===== src/pkg/lmrop_pkg.sv =====
// Purpose: Constants and carriers for the logic, move and return execution unit
// Assumes: 14-bit instruction words, 13-bit program counter
// Notes: Opcode values are fixed by the instruction set encoding

package lmrop_pkg;

    // ----------------------------------------
    // Widths
    // ----------------------------------------
    localparam int LMROP_DATA_W = 8;
    localparam int LMROP_ADDR_W = 7;
    localparam int LMROP_PC_W = 13;
    localparam int LMROP_INSN_W = 14;

    // ----------------------------------------
    // Encodings
    // ----------------------------------------
    localparam logic [5:0] LMROP_OP_OR = 6'h04;
    localparam logic [5:0] LMROP_OP_MOVE = 6'h08;
    localparam logic [6:0] LMROP_OP_STORE = 7'h01;
    localparam logic [3:0] LMROP_OP_LIT = 4'hc;
    localparam logic [13:0] LMROP_OP_NOP = 14'h0000;
    localparam logic [13:0] LMROP_OP_RET = 14'h0009;
    localparam int LMROP_DEST_BIT = 7;
    localparam int LMROP_INT_EN_BIT = 7;

    // ----------------------------------------
    // Reset values
    // ----------------------------------------
    localparam logic [7:0] LMROP_ACC_RST = 8'h00;
    localparam logic [12:0] LMROP_PC_RST = 13'h0000;
    localparam logic [7:0] LMROP_INTCTL_RST = 8'h00;
    localparam logic LMROP_ZERO_RST = 1'b0;

    typedef enum logic [2:0] {
        LMROP_K_NONE,
        LMROP_K_OR,
        LMROP_K_MOVE,
        LMROP_K_STORE,
        LMROP_K_LIT,
        LMROP_K_NOP,
        LMROP_K_RET
    } lmrop_kind_t;

    // File write request toward the register file
    typedef struct packed {
        logic we;
        logic [6:0] addr;
        logic [7:0] data;
    } lmrop_fwr_t;

endpackage


===== src/lmrop_core.sv =====
// Purpose: Execute or, move, store, literal load, no-op and interrupt return
// Assumes: File read data valid for the address of the current word
// Notes: Other opcodes are treated as no-ops; stack storage lives outside
//
// Function
// [RULE1] OR accumulator with file register, write destination, update zero flag
// [RULE2] File address 0..127; destination bit 0 to accumulator, 1 to file
// [RULE3] File move copies value unchanged to chosen destination in one cycle
// [RULE4] File move updates zero flag even when writing back to file
// [RULE5] Store accumulator to file, flags untouched, single cycle
// [RULE6] Literal load puts 8-bit literal in accumulator, flags untouched
// [RULE7] Interrupt return pops stack, loads top value into program counter
// [RULE8] Interrupt return sets global interrupt enable, control bit 7
// [RULE9] Interrupt return takes one word and two cycles
// [RULE10] Zero flag set when result is all zeros, else cleared
// [RULE11] No-op changes nothing but advances program counter
`timescale 1ns/1ps

module lmrop_core
    import lmrop_pkg::*;
(
    // Clock and reset
    input wire logic clock_in,
    input wire logic resetn_in,
    // Instruction and operands
    input wire logic insn_valid_in,
    input wire logic [13:0] insn_in,
    input wire logic [7:0] file_rdata_in,
    input wire logic [12:0] top_of_return_stack_in,
    // File and stack side
    output lmrop_fwr_t file_wr_out,
    output logic stack_pop_out,
    // Core state
    output logic [7:0] acc_out,
    output logic zero_flag_out,
    output logic [7:0] interrupt_control_register_out,
    output logic [12:0] pc_out,
    output logic busy_out
);

    // ----------------------------------------
    // Decode
    // ----------------------------------------
    function automatic lmrop_kind_t decode(input logic [13:0] w);
        lmrop_kind_t k;
        k = LMROP_K_NONE;
        if (w[13:8] == LMROP_OP_OR) begin
            k = LMROP_K_OR;
        end else if (w[13:8] == LMROP_OP_MOVE) begin
            k = LMROP_K_MOVE;
        end else if (w[13:7] == LMROP_OP_STORE) begin
            k = LMROP_K_STORE;
        end else if (w[13:10] == LMROP_OP_LIT) begin
            k = LMROP_K_LIT;
        end else if (w == LMROP_OP_NOP) begin
            k = LMROP_K_NOP;
        end else if (w == LMROP_OP_RET) begin
            k = LMROP_K_RET;
        end
        return k;
    endfunction

    lmrop_kind_t kind;
    logic [7:0] acc;
    logic zero_flag;
    logic [7:0] intctl;
    logic [12:0] pc;
    logic refill;
    lmrop_fwr_t fwr;
    logic pop;
    logic [7:0] next_acc;
    logic next_zero_flag;
    logic [7:0] next_intctl;
    logic [12:0] next_pc;
    logic next_refill;
    lmrop_fwr_t next_fwr;
    logic next_pop;
    logic [7:0] result;
    logic to_file;

    assign kind = decode(insn_in);

    // ----------------------------------------
    // Next state
    // ----------------------------------------
    always_comb begin
        next_acc = acc;
        next_zero_flag = zero_flag;
        next_intctl = intctl;
        next_pc = pc;
        next_refill = 1'b0;
        next_fwr = '0;
        next_pop = 1'b0;
        // [RULE2] destination and address
        to_file = insn_in[LMROP_DEST_BIT];
        result = file_rdata_in;
        if (refill) begin
            // [RULE9] Second cycle refills pipeline
            next_refill = 1'b0;
        end else if (insn_valid_in) begin
            next_pc = pc + 13'h0001;
            case (kind)
                LMROP_K_OR, LMROP_K_MOVE: begin
                    // [RULE1] OR with file
                    // [RULE3] move unchanged
                    result = (kind == LMROP_K_OR) ? (acc | file_rdata_in) : file_rdata_in;
                    // [RULE4] [RULE10] zero flag from result
                    next_zero_flag = (result == 8'h00);
                    if (to_file) begin
                        next_fwr = '{we: 1'b1, addr: insn_in[6:0], data: result};
                    end else begin
                        next_acc = result;
                    end
                end
                LMROP_K_STORE: begin
                    // [RULE5] store, flags kept
                    next_fwr = '{we: 1'b1, addr: insn_in[6:0], data: acc};
                end
                LMROP_K_LIT: begin
                    // [RULE6] literal load
                    next_acc = insn_in[7:0];
                end
                LMROP_K_RET: begin
                    // [RULE7] pop into program counter
                    next_pc = top_of_return_stack_in;
                    next_pop = 1'b1;
                    // [RULE8] reenable interrupts
                    next_intctl[LMROP_INT_EN_BIT] = 1'b1;
                    next_refill = 1'b1;
                end
                default: begin
                    // [RULE11] only counter advances
                    next_acc = acc;
                end
            endcase
        end
    end

    always_ff @(posedge clock_in or negedge resetn_in) begin
        if (!resetn_in) begin
            acc <= LMROP_ACC_RST;
            zero_flag <= LMROP_ZERO_RST;
            intctl <= LMROP_INTCTL_RST;
            pc <= LMROP_PC_RST;
            refill <= 1'b0;
            fwr <= '0;
            pop <= 1'b0;
        end else begin
            acc <= next_acc;
            zero_flag <= next_zero_flag;
            intctl <= next_intctl;
            pc <= next_pc;
            refill <= next_refill;
            fwr <= next_fwr;
            pop <= next_pop;
        end
    end

    assign acc_out = acc;
    assign zero_flag_out = zero_flag;
    assign interrupt_control_register_out = intctl;
    assign pc_out = pc;
    assign busy_out = refill;
    assign file_wr_out = fwr;
    assign stack_pop_out = pop;
endmodule


===== config.mk =====
export PLATFORM = sky130hd
export DESIGN_NAME = lmrop_core
export DESIGN_NICKNAME = d
export VERILOG_FILES = /design/src/pkg/lmrop_pkg.sv /design/src/lmrop_core.sv
export SDC_FILE = /design/constraint.sdc
export NUM_CORES = 1
export LEC_CHECK = 0
export BUFFER_PORTS_ARGS = -buffer_cell sky130_fd_sc_hd__buf_2
export CORE_UTILIZATION = 43
export DETAILED_ROUTE_END_ITERATION = 16
export PLACE_DENSITY = 0.78
export RECOVER_POWER = 25
export SYNTH_ARGS = -nofsm -noshare
export SYNTH_HDL_FRONTEND = slang
export SYNTH_SLANG_ARGS = --single-unit

===== constraint.sdc =====
create_clock -name clock_in -period 1.5 [get_ports clock_in]
set_input_delay 0.075 -clock clock_in [delete_from_list [all_inputs] [get_ports clock_in]]
set_output_delay 0.075 -clock clock_in [all_outputs]
set_load 0.01 [all_outputs]

==> reports/qor.yml <==
peakVddDrop_uv: 388
critPathKind: "flip-flop to flip-flop"
coreArea_um2: 4750
slowest_stage: "or4_1"
synth_top_area_share_pct: 47.1
drive_above_1_share_pct: 39.4
fin_nets: 348
min_period_over_period_pct: 98.9
crit_chain: "ha_2, and3_4, nand4_1, or4_1, nand3_1"
cts_tree: "done"
rsz0062_at_grt: "true"
ys_seq_area_share_pct: 47.1
synthCells: 211
drv_slew: 0
vias: 2071
synth-edff-count: 0
drc: 0
numCtsBuffers: 5
rows: 25
synthTopCellsByArea: "dfrtp_1, nand3_1, and3_1"
dp_hpwl_um: 4190
synth_top_area_cell: "dfrtp_1"
wirelength_um: 5850
powerDensity_nw_per_um2: 1150
cts.sinks: 40
fmax_mhz: 674
yosys_warnings: 0
multiInputGateArea_um2: 1050
die_w_um: 72.3
cap_viol_max_count: 0
period_minus_slack_ns: 1.48
drt-initial-drc-count: 201
cts-root-buf: "clkbuf_8"
hold_class: "input port to flip-flop"
synth_cell_type_count: 51
required_ns: 1.72
setup_violations: 0
stdcell_count: 377
ant_nets: 0
reg2reg_depth: 5
dpl.cell_count: 367
outcome: "complete, no violations"
cp-start-kind: "flip-flop"
gr-total-overflow: 0
diodes: 0
die-height_um: 72.3
holdPathStages: 2
synth.avg_cell_area_um2: 10.1
wl_per_cell_um: 15.5
end_kind: "flip-flop"
netlist_area_um2: 2130
h-tree-depth: 2
start_util_pct: 44.7
drt_first_pass_iters: 4
synth_common_cells: "dfrtp_1, nand3_1, and3_1, nor2_1, nand2_1"
cts_max_path_buffers: 2
max_slew_margin_pct: 33.2
synth_ff_type: "dfrtp_1"
gp_congestion: 0.836
clk_pin_slew_worst_paths_ns: 0.08
antenna_found_initial: 0
clock_skew_ns: 0.00873
dieArea_um2: 5230
vias_per_cell: 5.49
power.leakage_nw: 1.45
final_hold_viol_count: 0
grt_max_degree: 41
syn_to_final_growth_pct: 34.4
clkLatencyLatePin_ns: 0.29
cp_top_family: "simple AND/OR/NAND/NOR gates"
ys_ff_latch: 40
crit_path_max_incr_delay_ns: 0.42
critical_path_depth: 5
grt_use_total_pct: 22.5
io_buffers: 78
critPathArrivalTime_ns: 1.71
fin_setup_tns_ns: 0
tightest_slew_ns: 1.00
ios: 86
synth.most_common_cell: "dfrtp_1"
nFillCells: 454
grt_pass1_vias: 1928
grt_pass1_wl_um: 9240
synth-async-reset-ratio_pct: 100
regArea_um2: 1000
cp_max_fo: 4
worst-path-buf-inv: 0
## kinds of logic after synthesis
logic type      Yosys count  synth area share (%)
compound gates           47                  17.9
xor+xnor                  1                 0.412
fa+ha+maj                 1                 0.588
buf+inv                  27                  6.65
flops                    40                  47.1
mux                       7                  3.29
other cells               1                 0.176
simple gates             87                  23.9
## routing by layer
layer	share of wire (%)	vias to the layer above	GRT usage [%]
met1	42	1011	30.9
met5	0	-	0
met2	52	74	37.1
li1	-	980	-
met3	5.0	6	2.78
met4	0.96	0	7.19
## registers in the layout (all words and copies together) (netlist names)
| name | count |
|---|---|
| pc_out | 13 |
| interrupt_control_register_out | 1 |
| file_wr_out | 16 |
| zero_flag_out | 1 |
| acc_out | 8 |
| stack_pop_out | 1 |
## cell type report
cell class	instances	area share, %
Sequential cell	40	35.0
Multi-Input combinational cell	150	36.7
Clock inverter	2	1.23
Clock buffer	6	2.54
Timing Repair Buffer	107	21.0
Inverter	5	0.656
Tap cell	67	2.93
## through the flow
stage	hold WS [ns]	util [%]	total power [mW]	cell area (um2)	setup slack, ns
floorplan	-0.221	-	1.88	2160	-0.0614
global placement	0.165	57.1	2.36	2710	-0.126
global route	0.0268	60.1	3.46	2860	-0.0488
CTS	0.0131	59.8	3.26	2850	0.0127
detailed placement	0.172	57.1	2.39	2710	-0.164
finish	0.0118	60.1	3.29	2860	0.0169
## repair_timing
item / in CTS / in global routing
setup buffers: 0 / 1
hold buffers: 1 / 0
endpoints found under the hold margin: 40 / 0
pin swaps: 0 / 4
setup endpoints to repair: 16 / 19
resized for setup: 3 / 4
## cells in the final DEF (no fill, tap or decap), types with 3 or more instances in the layout
master	synthesis	final
a21oi_1	7	6
a221o_1	7	7
mux2i_1	7	7
clkbuf_8	0	5
nand2_1	12	12
buf_4	9	27
clkbuf_1	7	8
a2bb2oi_1	5	4
inv_1	5	5
and2_1	8	8
dfrtp_1	40	40
nor4_1	3	3
buf_2	5	71
nor2_1	13	13
nand4_1	3	3
and3_1	13	11
a32oi_1	8	8
or4_1	3	3
conb_1	1	7
nand3_1	17	16
## worst register-to-register path, cell delays in order (launching register included)
cell	delay, ns
dfrtp_1	0.40
ha_2	0.21
and3_4	0.19
nand4_1	0.10
or4_1	0.42
nand3_1	0.10
## power breakdown
| group | internal (mW) | switching [mW] | leakage [nW] | total [mW] |
|---|---|---|---|---|
| logic | 0.507 | 0.528 | 0.881 | 1.04 |
| clock network | 0.494 | 0.369 | 0.0552 | 0.863 |
| registers | 1.24 | 0.146 | 0.517 | 1.39 |
| total | 2.24 | 1.04 | 1.45 | 3.29 |
## worst paths after layout
path,from,endpoint,slack [ns]
min in group asynchronous,resetn_in,pc_out[5],0.57
hold reg to reg,interrupt_control_register_out[7],interrupt_control_register_out[7],0.48
max in group asynchronous,resetn_in,zero_flag_out,0.30
hold / removal,insn_in[1],file_wr_out[9],0.01
setup / recovery,pc_out[1],pc_out[12],0.02
setup reg to reg,pc_out[1],pc_out[12],0.02
Power figures use the tool's default switching activity.
